===== src/exec_cfg.svh =====
`ifndef EXEC_CFG_SVH
`define EXEC_CFG_SVH

// Bit positions inside the status flag byte.
`define FLAG_C 3'd0
`define FLAG_Z 3'd1
`define FLAG_N 3'd2
`define FLAG_V 3'd3
`define FLAG_S 3'd4
`define FLAG_H 3'd5
`define FLAG_T 3'd6
`define FLAG_I 3'd7

// Execution lengths in core clock cycles.
`define CYC_SHORT 2'd1
`define CYC_BRANCH_TAKEN 2'd2
`define CYC_SKIP_ONE 2'd2
`define CYC_SKIP_TWO 2'd3
`define CYC_DATA_ACCESS 2'd2
`define CYC_FAST_WRITE 2'd1
`define CYC_CODE_READ 2'd3
`define CYC_CODE_WRITE 2'd1

// Program counter and pointer steps.
`define PC_STEP 2'd1
`define PC_SKIP_ONE 2'd2
`define PC_SKIP_TWO 2'd3
`define PTR_STEP 16'h0001
`define CODE_WRITE_STEP 16'h0002
`define FAR_STEP 24'h000001
`define REG_R0 5'h00

`endif


===== src/exec_pkg.sv =====
package exec_pkg;

  typedef enum logic [4:0] {
    OP_NONE, OP_EQUAL_SKIP, OP_REG_BIT_CLEAR_SKIP, OP_REG_BIT_SET_SKIP,
    OP_IO_BIT_CLEAR_SKIP, OP_IO_BIT_SET_SKIP, OP_BRANCH,
    OP_COMPARE, OP_COMPARE_CARRY, OP_COMPARE_IMM,
    OP_DIRECT_DATA_READ, OP_POINTER_READ, OP_OFFSET_POINTER_READ,
    OP_DIRECT_DATA_WRITE, OP_POINTER_WRITE, OP_OFFSET_POINTER_WRITE,
    OP_CODE_MEMORY_READ, OP_FAR_CODE_MEMORY_READ, OP_CODE_MEMORY_WRITE
  } op_e;

  typedef enum logic [3:0] {
    COND_FLAG_SET, COND_FLAG_CLEAR, COND_SIGNED_GE, COND_SIGNED_LESS,
    COND_HIGHER_SAME, COND_BELOW, COND_HALF_SET, COND_HALF_CLEAR,
    COND_IRQ_ENABLED, COND_IRQ_DISABLED, COND_TBIT_SET, COND_TBIT_CLEAR,
    COND_OVF_SET, COND_OVF_CLEAR
  } cond_e;

  typedef enum logic [1:0] {PTR_X, PTR_Y, PTR_Z} ptr_sel_e;
  typedef enum logic [1:0] {MODE_PLAIN, MODE_POST_INC, MODE_PRE_DEC} ptr_mode_e;

  typedef struct packed {
    op_e op;
    cond_e cond;
    ptr_sel_e ptr_sel;
    ptr_mode_e ptr_mode;
    logic implied_r0;
    logic [4:0] dst;
    logic [2:0] bit_sel;
    logic signed [6:0] branch_k;
    logic [5:0] disp;
    logic [7:0] imm;
    logic [15:0] addr;
  } instr_s;

  typedef struct packed {
    logic [7:0] rd_val;
    logic [7:0] rr_val;
    logic [15:0] ptr_x;
    logic [15:0] ptr_y;
    logic [15:0] ptr_z;
    logic [15:0] pair_r1r0;
    logic [7:0] code_high;
    logic [7:0] flags;
    logic [7:0] io_val;
    logic next_two_word;
  } operands_s;

  typedef struct packed {logic re; logic we; logic [15:0] addr; logic [7:0] wdata;} dmem_req_s;
  typedef struct packed {logic re; logic we; logic [23:0] addr; logic [15:0] wdata;} pmem_req_s;
  typedef struct packed {logic we; logic [4:0] addr; logic [7:0] data;} reg_wb_s;
  typedef struct packed {
    logic we;
    ptr_sel_e sel;
    logic [15:0] value;
    logic high_we;
    logic [7:0] high_value;
  } ptr_wb_s;
  typedef struct packed {logic we; logic [7:0] value;} flag_wb_s;

endpackage : exec_pkg


===== src/cpu_branch_and_transfer_exec.sv =====
`timescale 1ns/1ps
`include "exec_cfg.svh"
// Overview of operation
// RULE_01 - Equal-skip compares two registers; equal skips next instruction, PC+2 or +3.
// RULE_02 - Register-bit skips test one register bit, skipping when clear or set.
// RULE_03 - I/O-bit skips test one I/O bit, skipping when clear or set.
// RULE_04 - Flag branches test a chosen status bit; on match PC becomes PC+k+1.
// RULE_05 - Signed ge branch taken when N xor V is 0; less when 1.
// RULE_06 - Higher-same branch taken on carry 0, below branch on carry 1.
// RULE_07 - Half-carry branches follow H set or clear.
// RULE_08 - Interrupt-state branches follow the global interrupt flag.
// RULE_09 - T-bit branches follow the T flag set or clear.
// RULE_10 - Overflow branches follow the V flag set or clear.
// RULE_11 - Direct data read loads byte at address k, two cycles, flags untouched.
// RULE_12 - Post-increment pointer reads use the pointer, then add one to it.
// RULE_13 - Pre-decrement pointer reads subtract one first, then read there.
// RULE_14 - Offset pointer reads use Y or Z plus q, pointer unchanged.
// RULE_15 - Direct data write stores register at address k, two cycles.
// RULE_16 - Post-increment pointer writes store at pointer, then add one.
// RULE_17 - Pre-decrement pointer writes subtract one, then store there.
// RULE_18 - Offset pointer writes store at Y or Z plus q, pointer unchanged.
// RULE_19 - Code reads fetch byte at Z into R0 or a register, three cycles.
// RULE_20 - Far code reads use high byte joined to Z; post-increment bumps both.
// RULE_21 - Code writes store R1:R0 at the far address; post-increment adds two to Z.
// RULE_22 - Compares only update Z, C, N, V, S, H and never write a register.
module cpu_branch_and_transfer_exec
  import exec_pkg::*;
#(
  parameter int PC_W = 16
) (
  input wire logic ref_clk_i,
  input wire logic reset_n_i,
  input wire logic issue_i,
  output logic ready_o,
  input wire instr_s instr_i,
  input wire operands_s opnd_i,
  input wire logic [PC_W-1:0] pc_i,
  input wire logic [7:0] dmem_rdata_i,
  input wire logic [7:0] pmem_rdata_i,
  output dmem_req_s dmem_o,
  output pmem_req_s pmem_o,
  output reg_wb_s reg_wb_o,
  output ptr_wb_s ptr_wb_o,
  output flag_wb_s flag_wb_o,
  output logic pc_we_o,
  output logic [PC_W-1:0] pc_next_o,
  output logic done_o
);

  typedef enum logic {ST_IDLE, ST_RUN} state_e;

  // The program counter is at most 22 bits wide in this family of cores.
  if (PC_W < 16 || PC_W > 22) begin : g_bad_width
    $error("PC_W must lie between 16 and 22.");
  end

  state_e state_q;
  logic [1:0] cnt_q;
  logic accept;
  logic last_d;
  logic [1:0] cyc_d;
  logic [PC_W-1:0] pc_d;
  logic [PC_W-1:0] pc_q;
  logic skip_d;
  logic [15:0] ptr_v;
  logic [15:0] ptr_inc;
  logic [15:0] ptr_dec;
  logic [23:0] far_inc;
  dmem_req_s dmem_d;
  pmem_req_s pmem_d;
  ptr_wb_s ptr_d;
  flag_wb_s flag_d;
  logic rd_en_d;
  logic [4:0] rd_dst_d;
  logic rd_en_q;
  logic [4:0] rd_dst_q;
  logic [7:0] code_hold_q;

  // Status flags after a subtraction whose result is thrown away.
  function automatic logic [7:0] cmp_flags(input logic [7:0] a, input logic [7:0] b,
                                           input logic cin, input logic keep_z,
                                           input logic [7:0] old);
    logic [7:0] r;
    logic [7:0] f;
    r = a - b - {7'h00, cin};
    f = old;
    f[`FLAG_H] = (~a[3] & b[3]) | (b[3] & r[3]) | (r[3] & ~a[3]);
    f[`FLAG_C] = (~a[7] & b[7]) | (b[7] & r[7]) | (r[7] & ~a[7]);
    f[`FLAG_V] = (a[7] & ~b[7] & ~r[7]) | (~a[7] & b[7] & r[7]);
    f[`FLAG_N] = r[7];
    f[`FLAG_S] = r[7] ^ f[`FLAG_V];
    // With carry the zero flag can only stay set, so multi-byte compares chain.
    f[`FLAG_Z] = (r == 8'h00) & (~keep_z | old[`FLAG_Z]);
    return f;
  endfunction : cmp_flags

  // Branch condition decode; every alias except the signed pair resolves to one status bit test; those test N xor V.
  function automatic logic taken(input cond_e c, input logic [7:0] f, input logic [2:0] b);
    logic t;
    t = 1'b0;
    case (c)
      COND_FLAG_SET: t = f[b]; // [RULE_04]
      COND_FLAG_CLEAR: t = ~f[b]; // [RULE_04]
      COND_SIGNED_GE: t = ~(f[`FLAG_N] ^ f[`FLAG_V]); // [RULE_05]
      COND_SIGNED_LESS: t = f[`FLAG_N] ^ f[`FLAG_V]; // [RULE_05]
      COND_HIGHER_SAME: t = ~f[`FLAG_C]; // [RULE_06]
      COND_BELOW: t = f[`FLAG_C]; // [RULE_06]
      COND_HALF_SET: t = f[`FLAG_H]; // [RULE_07]
      COND_HALF_CLEAR: t = ~f[`FLAG_H]; // [RULE_07]
      COND_IRQ_ENABLED: t = f[`FLAG_I]; // [RULE_08]
      COND_IRQ_DISABLED: t = ~f[`FLAG_I]; // [RULE_08]
      COND_TBIT_SET: t = f[`FLAG_T]; // [RULE_09]
      COND_TBIT_CLEAR: t = ~f[`FLAG_T]; // [RULE_09]
      COND_OVF_SET: t = f[`FLAG_V]; // [RULE_10]
      COND_OVF_CLEAR: t = ~f[`FLAG_V]; // [RULE_10]
      default: t = 1'b0;
    endcase
    return t;
  endfunction : taken

  // A new instruction is only taken while nothing is in flight.
  assign ready_o = (state_q == ST_IDLE);
  assign accept = issue_i && ready_o;

  // Decode the issued instruction into its cycle count, target and side effects.
  always_comb begin
    case (instr_i.ptr_sel)
      PTR_X: ptr_v = opnd_i.ptr_x;
      PTR_Y: ptr_v = opnd_i.ptr_y;
      default: ptr_v = opnd_i.ptr_z;
    endcase
    ptr_inc = ptr_v + `PTR_STEP;
    ptr_dec = ptr_v - `PTR_STEP;
    far_inc = {opnd_i.code_high, opnd_i.ptr_z} + `FAR_STEP;
    cyc_d = `CYC_SHORT;
    pc_d = pc_i + PC_W'(`PC_STEP);
    skip_d = 1'b0;
    dmem_d = '0;
    pmem_d = '0;
    ptr_d = '0;
    ptr_d.sel = instr_i.ptr_sel;
    flag_d = '0;
    rd_en_d = 1'b0;
    rd_dst_d = instr_i.dst;
    case (instr_i.op)
      OP_EQUAL_SKIP: skip_d = (opnd_i.rd_val == opnd_i.rr_val); // [RULE_01]
      OP_REG_BIT_CLEAR_SKIP: skip_d = ~opnd_i.rr_val[instr_i.bit_sel]; // [RULE_02]
      OP_REG_BIT_SET_SKIP: skip_d = opnd_i.rr_val[instr_i.bit_sel]; // [RULE_02]
      OP_IO_BIT_CLEAR_SKIP: skip_d = ~opnd_i.io_val[instr_i.bit_sel]; // [RULE_03]
      OP_IO_BIT_SET_SKIP: skip_d = opnd_i.io_val[instr_i.bit_sel]; // [RULE_03]
      OP_BRANCH: begin
        if (taken(instr_i.cond, opnd_i.flags, instr_i.bit_sel)) begin
          cyc_d = `CYC_BRANCH_TAKEN;
          pc_d = pc_i + PC_W'(instr_i.branch_k) + PC_W'(`PC_STEP); // [RULE_04]
        end
      end
      OP_COMPARE, OP_COMPARE_CARRY: begin
        flag_d.we = 1'b1;
        flag_d.value = cmp_flags(opnd_i.rd_val, opnd_i.rr_val,
                                 (instr_i.op == OP_COMPARE_CARRY) & opnd_i.flags[`FLAG_C],
                                 instr_i.op == OP_COMPARE_CARRY, opnd_i.flags); // [RULE_22]
      end
      OP_COMPARE_IMM: begin
        flag_d.we = 1'b1;
        flag_d.value = cmp_flags(opnd_i.rd_val, instr_i.imm, 1'b0, 1'b0, opnd_i.flags); // [RULE_22]
      end
      OP_DIRECT_DATA_READ, OP_DIRECT_DATA_WRITE: begin
        cyc_d = `CYC_DATA_ACCESS;
        dmem_d.addr = instr_i.addr; // [RULE_11] [RULE_15]
        dmem_d.re = (instr_i.op == OP_DIRECT_DATA_READ);
        dmem_d.we = (instr_i.op == OP_DIRECT_DATA_WRITE);
      end
      OP_POINTER_READ, OP_POINTER_WRITE: begin
        cyc_d = `CYC_DATA_ACCESS;
        // The X pointer store path without pre-decrement is a single cycle.
        if (instr_i.op == OP_POINTER_WRITE && instr_i.ptr_sel == PTR_X &&
            instr_i.ptr_mode != MODE_PRE_DEC) begin
          cyc_d = `CYC_FAST_WRITE;
        end
        dmem_d.re = (instr_i.op == OP_POINTER_READ);
        dmem_d.we = (instr_i.op == OP_POINTER_WRITE);
        dmem_d.addr = ptr_v;
        ptr_d.we = (instr_i.ptr_mode != MODE_PLAIN);
        ptr_d.value = ptr_inc; // [RULE_12] [RULE_16]
        if (instr_i.ptr_mode == MODE_PRE_DEC) begin
          dmem_d.addr = ptr_dec; // [RULE_13] [RULE_17]
          ptr_d.value = ptr_dec;
        end
      end
      OP_OFFSET_POINTER_READ, OP_OFFSET_POINTER_WRITE: begin
        cyc_d = `CYC_DATA_ACCESS;
        dmem_d.re = (instr_i.op == OP_OFFSET_POINTER_READ);
        dmem_d.we = (instr_i.op == OP_OFFSET_POINTER_WRITE);
        dmem_d.addr = ptr_v + {10'h000, instr_i.disp}; // [RULE_14] [RULE_18]
      end
      OP_CODE_MEMORY_READ, OP_FAR_CODE_MEMORY_READ: begin
        cyc_d = `CYC_CODE_READ;
        pmem_d.re = 1'b1;
        pmem_d.addr = {8'h00, opnd_i.ptr_z}; // [RULE_19]
        if (instr_i.implied_r0) begin
          rd_dst_d = `REG_R0; // [RULE_19]
        end
        ptr_d.sel = PTR_Z;
        ptr_d.we = (instr_i.ptr_mode == MODE_POST_INC);
        ptr_d.value = opnd_i.ptr_z + `PTR_STEP; // [RULE_19]
        if (instr_i.op == OP_FAR_CODE_MEMORY_READ) begin
          pmem_d.addr = {opnd_i.code_high, opnd_i.ptr_z}; // [RULE_20]
          ptr_d.value = far_inc[15:0]; // [RULE_20]
          ptr_d.high_we = (instr_i.ptr_mode == MODE_POST_INC);
          ptr_d.high_value = far_inc[23:16];
        end
      end
      OP_CODE_MEMORY_WRITE: begin
        cyc_d = `CYC_CODE_WRITE;
        pmem_d.we = 1'b1;
        pmem_d.addr = {opnd_i.code_high, opnd_i.ptr_z}; // [RULE_21]
        pmem_d.wdata = opnd_i.pair_r1r0;
        ptr_d.sel = PTR_Z;
        ptr_d.we = (instr_i.ptr_mode == MODE_POST_INC);
        ptr_d.value = opnd_i.ptr_z + `CODE_WRITE_STEP; // [RULE_21]
      end
      default: cyc_d = `CYC_SHORT;
    endcase
    dmem_d.wdata = opnd_i.rr_val;
    rd_en_d = dmem_d.re | pmem_d.re;
    // Skipping a two-word instruction costs one more cycle than a one-word one.
    if (skip_d) begin
      cyc_d = opnd_i.next_two_word ? `CYC_SKIP_TWO : `CYC_SKIP_ONE; // [RULE_01]
      pc_d = pc_i + PC_W'(opnd_i.next_two_word ? `PC_SKIP_TWO : `PC_SKIP_ONE); // [RULE_01]
    end
  end

  // The final cycle of an instruction is entered from issue or from the count.
  assign last_d = (accept && cyc_d == `CYC_SHORT) || (state_q == ST_RUN && cnt_q == 2'd2);

  // Sequencer: counts the remaining cycles of the instruction in flight.
  always_ff @(posedge ref_clk_i) begin
    if (!reset_n_i) begin
      state_q <= ST_IDLE;
      cnt_q <= 2'd0;
    end else begin
      case (state_q)
        ST_IDLE: begin
          if (accept) begin
            state_q <= ST_RUN;
            cnt_q <= cyc_d;
          end
        end
        ST_RUN: begin
          cnt_q <= cnt_q - 2'd1;
          if (cnt_q == 2'd1) begin
            state_q <= ST_IDLE;
          end
        end
        default: state_q <= ST_IDLE;
      endcase
    end
  end

  // Memory requests and pointer updates are one-cycle pulses in the first cycle.
  always_ff @(posedge ref_clk_i) begin
    if (!reset_n_i) begin
      dmem_o <= '0;
      pmem_o <= '0;
      ptr_wb_o <= '0;
      flag_wb_o <= '0;
    end else begin
      dmem_o <= accept ? dmem_d : '0;
      pmem_o <= accept ? pmem_d : '0;
      ptr_wb_o <= accept ? ptr_d : '0;
      flag_wb_o <= accept ? flag_d : '0;
    end
  end

  // Code memory answers in the request cycle; hold it for the third cycle.
  always_ff @(posedge ref_clk_i) begin
    if (!reset_n_i) begin
      code_hold_q <= 8'h00;
      rd_en_q <= 1'b0;
      rd_dst_q <= 5'h00;
      pc_q <= '0;
    end else begin
      if (pmem_o.re) begin
        code_hold_q <= pmem_rdata_i;
      end
      if (accept) begin
        rd_en_q <= rd_en_d;
        rd_dst_q <= rd_dst_d;
        pc_q <= pc_d;
      end
    end
  end

  // Register write-back, program counter and done all land in the last cycle.
  always_ff @(posedge ref_clk_i) begin
    if (!reset_n_i) begin
      reg_wb_o <= '0;
      pc_we_o <= 1'b0;
      pc_next_o <= '0;
      done_o <= 1'b0;
    end else begin
      done_o <= last_d;
      pc_we_o <= last_d;
      reg_wb_o.we <= last_d && !accept && rd_en_q;
      if (last_d) begin
        pc_next_o <= accept ? pc_d : pc_q;
        reg_wb_o.addr <= rd_dst_q;
        reg_wb_o.data <= dmem_o.re ? dmem_rdata_i : code_hold_q; // [RULE_11] [RULE_19]
      end
    end
  end
endmodule : cpu_branch_and_transfer_exec


===== config.mk =====
export PLATFORM = sky130hd
export DESIGN_NAME = cpu_branch_and_transfer_exec
export DESIGN_NICKNAME = d
export VERILOG_FILES = /design/src/exec_pkg.sv /design/src/cpu_branch_and_transfer_exec.sv
export VERILOG_INCLUDE_DIRS = /design/src
export SDC_FILE = /design/constraint.sdc
export NUM_CORES = 1
export LEC_CHECK = 0
export ABC_AREA = 1
export ABC_CLOCK_PERIOD_IN_PS = 2770
export BUFFER_PORTS_ARGS = -buffer_cell sky130_fd_sc_hd__buf_2
export CORE_MARGIN = 3
export CORE_UTILIZATION = 30
export CTS_BUF_LIST = sky130_fd_sc_hd__clkbuf_8 sky130_fd_sc_hd__clkbuf_16
export DETAILED_ROUTE_END_ITERATION = 8
export HOLD_SLACK_MARGIN = 0.05
export MAX_ROUTING_LAYER = met4
export PLACE_DENSITY = 0.48
export SYNTH_ARGS = -nofsm -noshare
export SYNTH_HDL_FRONTEND = slang
export SYNTH_SLANG_ARGS = --single-unit
export TNS_END_PERCENT = 5

===== constraint.sdc =====
create_clock -name ref_clk_i -period 2.77 [get_ports ref_clk_i]
set_input_delay 0.1385 -clock ref_clk_i [delete_from_list [all_inputs] [get_ports ref_clk_i]]
set_output_delay 0.1385 -clock ref_clk_i [all_outputs]
set_load 0.05 [all_outputs]

==> flow_summary_export.csv, run 1 <==
group,metric,value,unit
power_and_ir_drop,p_int,4610,uW
synthesis,synth.area.mux_share,0,%
route,final_antenna_net_count,0,
status,status,"complete, no violations",
clocking,cts_buffer_depth,2,
final_layout,syn2layout_area_growth,33.3,%
final_layout,multi_input_area,7110,um^2
synthesis,ys_ff_latch,169,
synthesis,synth_compound_area_share,13.7,%
clocking,clk_latency,440,ps
place,place_congestion,0.929,
floorplan,initial_utilization,30.7,%
final_layout,final_nets,2515,
critical_path,critPathTopFamily,"buffers and inverters",
route,dr.pass1.iters,7,
synthesis,synth_async_sr_flop_share,0,%
global_route,grt_overflow,0,
synthesis,synth_top_family_by_area,"simple AND/OR/NAND/NOR gates",
sta,fin_worst_skew,13.2,ps
synthesis,yosys-top-cells-area,"dfxtp_1, nand2_1, inv_1",
floorplan,die_h,203,um
sta,rsz0062_at_grt,"yes",
critical_path,path_cells,"dlygate4sd3_1, buf_2, nor2_4, buf_4, nand2_1, nand3_1, ha_4, nand2_1, inv_1, nand4_1, nand3_1, nand2_1, a21oi_1, buf_4, nand2_1, o21ai_1, nand3_1, nand2_1, inv_1, a21oi_1",
sta,slew_headroom,52.3,%
final_layout,stdcell_count,2784,
place,io_buffers,336,
synthesis,ys_top_cells_by_count,"nand2_1, inv_1, nor2_1",
sta,worstMarginPinSlew,711,ps
synthesis,syn_area,11600,um^2
final_layout,fill_cells,4146,
sta,finalHoldViolations,0,
clocking,htree_levels,4,
power_and_ir_drop,switchingPower,2500,uW
min_path,hold_class,"input port to flop",
floorplan,core_area,37900,um^2
clocking,clkTransAtPathRegs,70,ps
critical_path,cp_slowest_stage_delay,510,ps
global_route,grtUsageTotal,23.1,%
power_and_ir_drop,power-per-cell-area,458,nW/um^2
place,placedCellCount,2665,
critical_path,worstPathMaxFanout,6,
floorplan,die-area,41200,um^2
critical_path,crit_slowest_cell,"dlygate4sd3_1",
sta,setup_violations,0,
critical_path,cp_num_buf_inv,6,
synthesis,postSynthCellCount,1831,
power_and_ir_drop,leakagePower,0.00795,uW
synthesis,syn_nets,2091,
synthesis,synth_edf_count,0,
synthesis,synth.most_common_cell,"nand2_1",
sta,post-route-min-period,2580,ps
clocking,cts_inserted_buffers,17,
synthesis,ys.flop_type,"dfxtp_1",
power_and_ir_drop,clkPwrFrac,34.5,%
synthesis,synth_simple_gate_area_share,35.7,%
power_and_ir_drop,pwr-share-comb,29.2,%
synthesis,synth.distinct_cells,48,
power_and_ir_drop,seq_power_share,36.2,%
place,post_dp_cell_area,14000,um^2
critical_path,required,3140,ps
synthesis,synth_xor_area_share,3.76,%
final_layout,regArea,3380,um^2
critical_path,crit_path_end_kind,"flop",
sta,post-route-period-util,93.3,%
critical_path,crit_type,"input port to flop",
critical_path,crit_arrival,2960,ps
clocking,clock_sinks,169,
global_route,first_global_vias,13200,
power_and_ir_drop,sw_frac_of_total,35.1,%
critical_path,cp_common_cell,"nand2_1",
floorplan,std_cell_rows,71,
route,via_count,13300,
synthesis,synth-adder-area-share,7.00,%
global_route,grt_max_degree,52,
run,cap_violations,0,
synthesis,yosys.area.top_type,"dfxtp_1",
global_route,antenna_found_initial,6,
route,wl_per_cell,17.1,um
clocking,cts-root-buf,"clkbuf_16",
synthesis,ys_warn_count,0,
route,drc,0,
final_layout,design_area,15500,um^2
route,routed_wl,47.5,mm
synthesis,yosysSeqAreaShare,29.0,%
floorplan,die_x,203,um
sta,max_freq,0.387,GHz
sta,drv_slew,0,
final_layout,drive_gt1_share,22.0,%
floorplan,ioPinCount,337,
synthesis,syn_avg_cell_area,6.36,um^2
critical_path,cp-start-kind,"input port",
route,drt_iter0_drc,716,
power_and_ir_drop,ir_drop,0.000345,V
place,dp_hpwl,37.6,mm
clocking,cts_tree,"yes",
synthesis,yosysTopAreaCellShare,29.0,%
route,viasPerCell,4.77,
global_route,grt_pass1_wl,73.1,mm
cells by family (layout without fill, tap and decap cells):
logic type | Yosys count | after routing
simple gates | 943 | 943
buf+inv | 316 | 753
compound gates | 292 | 292
flops | 169 | 169
fa+ha+maj | 61 | 61
xor+xnor | 50 | 50
other cells | 0 | 5
timing repair:
| item | CTS | global route |
|---|---|---|
| setup endpoints to repair | 0 | 10 |
| gates resized for setup | 0 | 21 |
| hold buffers | 81 | 0 |
| hold endpoints to repair | 85 | 0 |
| buffers inserted | 0 | 1 |
placed cells by master, fill, tap and decap left out, drive strengths merged, types with 3 or more instances in the layout:
master,n
nand2,436
buf,377
inv,271
nor2,250
dfxtp,169
nand3,140
a21oi,129
o21ai,107
dlygate4sd3,80
nor3,55
ha,54
xor2,39
nand4,27
or2,19
clkbuf,18
nand3b,15
a31oi,15
o211ai,13
xnor2,11
a21o,8
fa,7
diode,5
a221oi,4
o21bai,3
o21a,3
clkinv,3
state kept, by name, indices dropped and copies added (netlist names), 5 cells and up:
| signal | flops |
|---|---|
| flag_wb_o | 9 |
| code_hold_q | 8 |
| rd_dst_q | 5 |
| pmem_o | 42 |
| reg_wb_o | 14 |
| pc_next_o | 16 |
| dmem_o | 26 |
| ptr_wb_o | 28 |
| pc_q | 16 |
stage by stage:
step | util (%) | setup TNS (ps) | hold WS (ps) | power, uW | worst slack, ps
after floorplan | - | 0 | 251 | 3930 | 308
after global placement | 36.9 | 0 | 352 | 4580 | 42.6
after detailed placement | 36.9 | -2.85 | 359 | 4580 | -2.85
after CTS | 40.6 | 0 | 52.0 | 7160 | 64.6
after global routing | 41.0 | -14.8 | 58.4 | 7520 | -14.8
final | 41.0 | 0 | 50.7 | 7110 | 186
path summary, 6_finish.rpt:
check	startpoint	to	slack [ps]	cells after the start
worst max-delay path	instr_i[48]	dmem_o[21]$_SDFF_PN0_	190	20
worst min-delay path	instr_i[46]	ptr_wb_o[8]$_SDFF_PN0_	50	3
worst max register to register	state_q$_SDFF_PN0_	dmem_o[14]$_SDFF_PN0_	730	7
worst min register to register	rd_en_q$_SDFFE_PN0P_	reg_wb_o[13]$_SDFF_PN0_	450	2
layer usage:
metal	vias to the layer above	global-route usage [%]	share of wire, %
li1	6749	-	-
met1	6129	27.2	43
met2	317	40.0	50
met3	82	3.35	3.5
met4	0	8.78	3.5
met5	-	-	0
layout make-up:
type,instances,share of cell area [%]
Antenna cell,5,0.0805
Clock buffer,18,2.83
Clock inverter,14,0.942
Inverter,263,6.39
Multi-Input combinational cell,1346,45.8
Sequential cell,169,21.8
Tap cell,511,4.12
Timing Repair Buffer,458,18.1
power groups by stage:
stage                     clock network [uW]  registers, uW  logic [uW]
after floorplan                            0           2850        1070
after global placement                     0           2630        1950
after detailed placement                   0           2630        1950
after CTS                               2530           2580        2050
after global routing                    2630           2590        2310
final                                   2460           2570        2080
worst register-to-register path, stage by stage (launching register included):
cell and delay (ps):
dfxtp_1 400, inv_1 100, nand2_1 90, nor2_1 40
buf_4 190, inv_2 250, buf_4 570, a21oi_1 230
(Power assumes the default switching activity.)
==> run 2, diff against run 1 <==
--- a/config.mk
+++ b/config.mk
@@ -13,9 +13,10 @@
 export CORE_UTILIZATION = 30
 export CTS_BUF_LIST = sky130_fd_sc_hd__clkbuf_8 sky130_fd_sc_hd__clkbuf_16
 export DETAILED_ROUTE_END_ITERATION = 8
-export HOLD_SLACK_MARGIN = 0.05
+export HOLD_SLACK_MARGIN = 0.15
 export MAX_ROUTING_LAYER = met4
 export PLACE_DENSITY = 0.48
+export REMOVE_ABC_BUFFERS = 1
 export SYNTH_ARGS = -nofsm -noshare
 export SYNTH_HDL_FRONTEND = slang
 export SYNTH_SLANG_ARGS = --single-unit
==> flow_summary_export.csv, run 2 (synthesis gave the netlist of run 1 again) <==
group,metric,value,unit
route,drt_iter0_drc,864,
clocking,clk_latency,460,ps
critical_path,crit_type,"input port to flop",
global_route,first_global_vias,13100,
final_layout,multi_input_area,7090,um^2
critical_path,crit_slowest_cell,"o21ai_1",
clocking,cts_setup_buffers,0,
run,cap_violations,0,
power_and_ir_drop,finalPower,7220,uW
min_path,hold_class,"input port to flop",
clocking,cts_inserted_buffers,17,
min_path,hold_path_startpoint,"opnd_i[43]",
sta,fin_worst_skew,16.3,ps
sta,setup_violations,0,
critical_path,crit_path_end_kind,"flop",
sta,drv_slew,0,
sta,worstMarginPinSlew,811,ps
final_layout,largest_register_ffs,42,
sta,rsz0062_at_grt,"yes",
critical_path,path_cells,"dlygate4sd3_1, buf_2, buf_4, nand2_1, inv_1, nand2_1, o21ai_2, buf_4, o21ai_1, a21oi_1, dlygate4sd3_1",
power_and_ir_drop,leakagePower,0.00806,uW
floorplan,die-area,41200,um^2
route,final_antenna_net_count,0,
critical_path,crit_arrival,2970,ps
clocking,cts-root-buf,"clkbuf_16",
place,place_ws,121,ps
final_layout,drive_gt1_share,21.9,%
route,routed_wl,46.0,mm
sta,slew_headroom,45.6,%
route,dr.pass1.iters,5,
floorplan,std_cell_rows,71,
place,place_congestion,0.925,
clocking,htree_levels,4,
sta,max_freq,0.380,GHz
final_layout,final_nets,2544,
status,status,"complete, no violations",
route,drc,0,
place,dp_hpwl,36.3,mm
critical_path,required,3110,ps
global_route,grt_overflow,0,
floorplan,initial_utilization,30.7,%
final_layout,syn2layout_area_growth,35.9,%
route,viasPerCell,4.71,
floorplan,core_area,37900,um^2
clocking,cts_tree,"yes",
power_and_ir_drop,ir_drop,0.000404,V
critical_path,worstPathMaxFanout,29,
power_and_ir_drop,power-per-cell-area,456,nW/um^2
route,wl_per_cell,16.4,um
final_layout,fill_cells,4119,
final_layout,top_regs,"pmem_o x42, ptr_wb_o x28, dmem_o x26",
clocking,clkTransAtPathRegs,70,ps
floorplan,ioPinCount,337,
clocking,cts_buffer_depth,2,
critical_path,r2r_start,"state_q$_SDFF_PN0_",
global_route,grt_max_degree,41,
clocking,clock_sinks,169,
sta,post-route-min-period,2630,ps
final_layout,top_register,"pmem_o",
sta,worst_slack,142,ps
final_layout,layout_commonest_cell,"nand2_1",
global_route,antenna_found_initial,1,
sta,post-route-period-util,94.9,%
route,via_count,13200,
critical_path,cp_slowest_stage_delay,690,ps
final_layout,regArea,3380,um^2
floorplan,die_h,203,um
critical_path,crit_path_start,"instr_i[55]",
global_route,grtUsageTotal,22.7,%
final_layout,final_cell_mix,"nand2_1, buf_2, inv_1",
place,io_buffers,336,
sta,finalHoldViolations,0,
global_route,grt_pass1_wl,71.9,mm
floorplan,die_x,203,um
critical_path,cp-start-kind,"input port",
-- run 2: changes by cell type in the layout (fill, tap and decap cells not counted), sizes merged --
cell | previous run | this run
clkbuf | 18 | 21
inv | 271 | 269
buf | 377 | 373
dlygate4sd3 | 80 | 110
clkinv | 3 | 6
diode | 5 | 1
dlymetal6s4s | 1 | 0
-- run 2: layout make-up --
| type | instances | share of cell area, % |
|---|---|---|
| well taps | 511 | 4.04 |
| flip-flops and latches | 169 | 21.4 |
| clock inverters | 15 | 1.27 |
| inverters | 263 | 6.27 |
| multi-input cells | 1346 | 44.8 |
| diodes | 1 | 0.0158 |
| repair buffers | 487 | 19.6 |
| clock buffers | 17 | 2.69 |
-- run 2: path summary, 6_finish.rpt --
| check | depth (start not counted) | slack, ps | to |
|---|---|---|---|
| hold reg to reg | 2 | 450 | code_hold_q[7]$_SDFFE_PN0P_ |
| setup / recovery | 11 | 140 | ptr_wb_o[27]$_SDFF_PN0_ |
| hold / removal | 4 | 180 | ptr_wb_o[11]$_SDFF_PN0_ |
| setup reg to reg | 10 | 520 | ptr_wb_o[6]$_SDFF_PN0_ |
-- run 2: power by group --
part / internal (uW) / switching [uW] / total (uW)
Sequential: 2530 / 44.9 / 2580
Clock: 1380 / 1180 / 2570
Combinational: 725 / 1350 / 2070
-- run 2: through the flow --
step           setup TNS (ps)  instances  area, um^2  hold slack [ps]  util (%)
6_report                    0       2809       15800              179      41.7
3_3_place_gp                0       2666       14000              351      36.9
5_1_grt                 -16.2       2809       15800              194      41.7
4_1_cts                     0       2808       15700              151      41.5
2_1_floorplan           -1840       1778       11400              251         -
3_5_place_dp                0       2666       14000              358      36.9
-- run 2: critical path: cells and delay by family --
family          cells  cell delay, ps
buf+inv             6            1780
simple gates        2             200
compound gates      3             830
-- run 2: layer usage --
layer  global-route usage [%]  share of wire, %  vias up
li1                         -                 -     6816
met1                     29.5                47     6028
met2                     37.8                47      353
met3                     2.92               4.2       43
met4                     5.11               1.6        0
met5                        -                 0        -
-- run 2: what timing repair did --
action                                  4_1_cts  5_1_grt
endpoints found under the hold margin       106        0
endpoints found under the setup margin        0       12
hold buffers                                110        0
resized for setup                             0       24
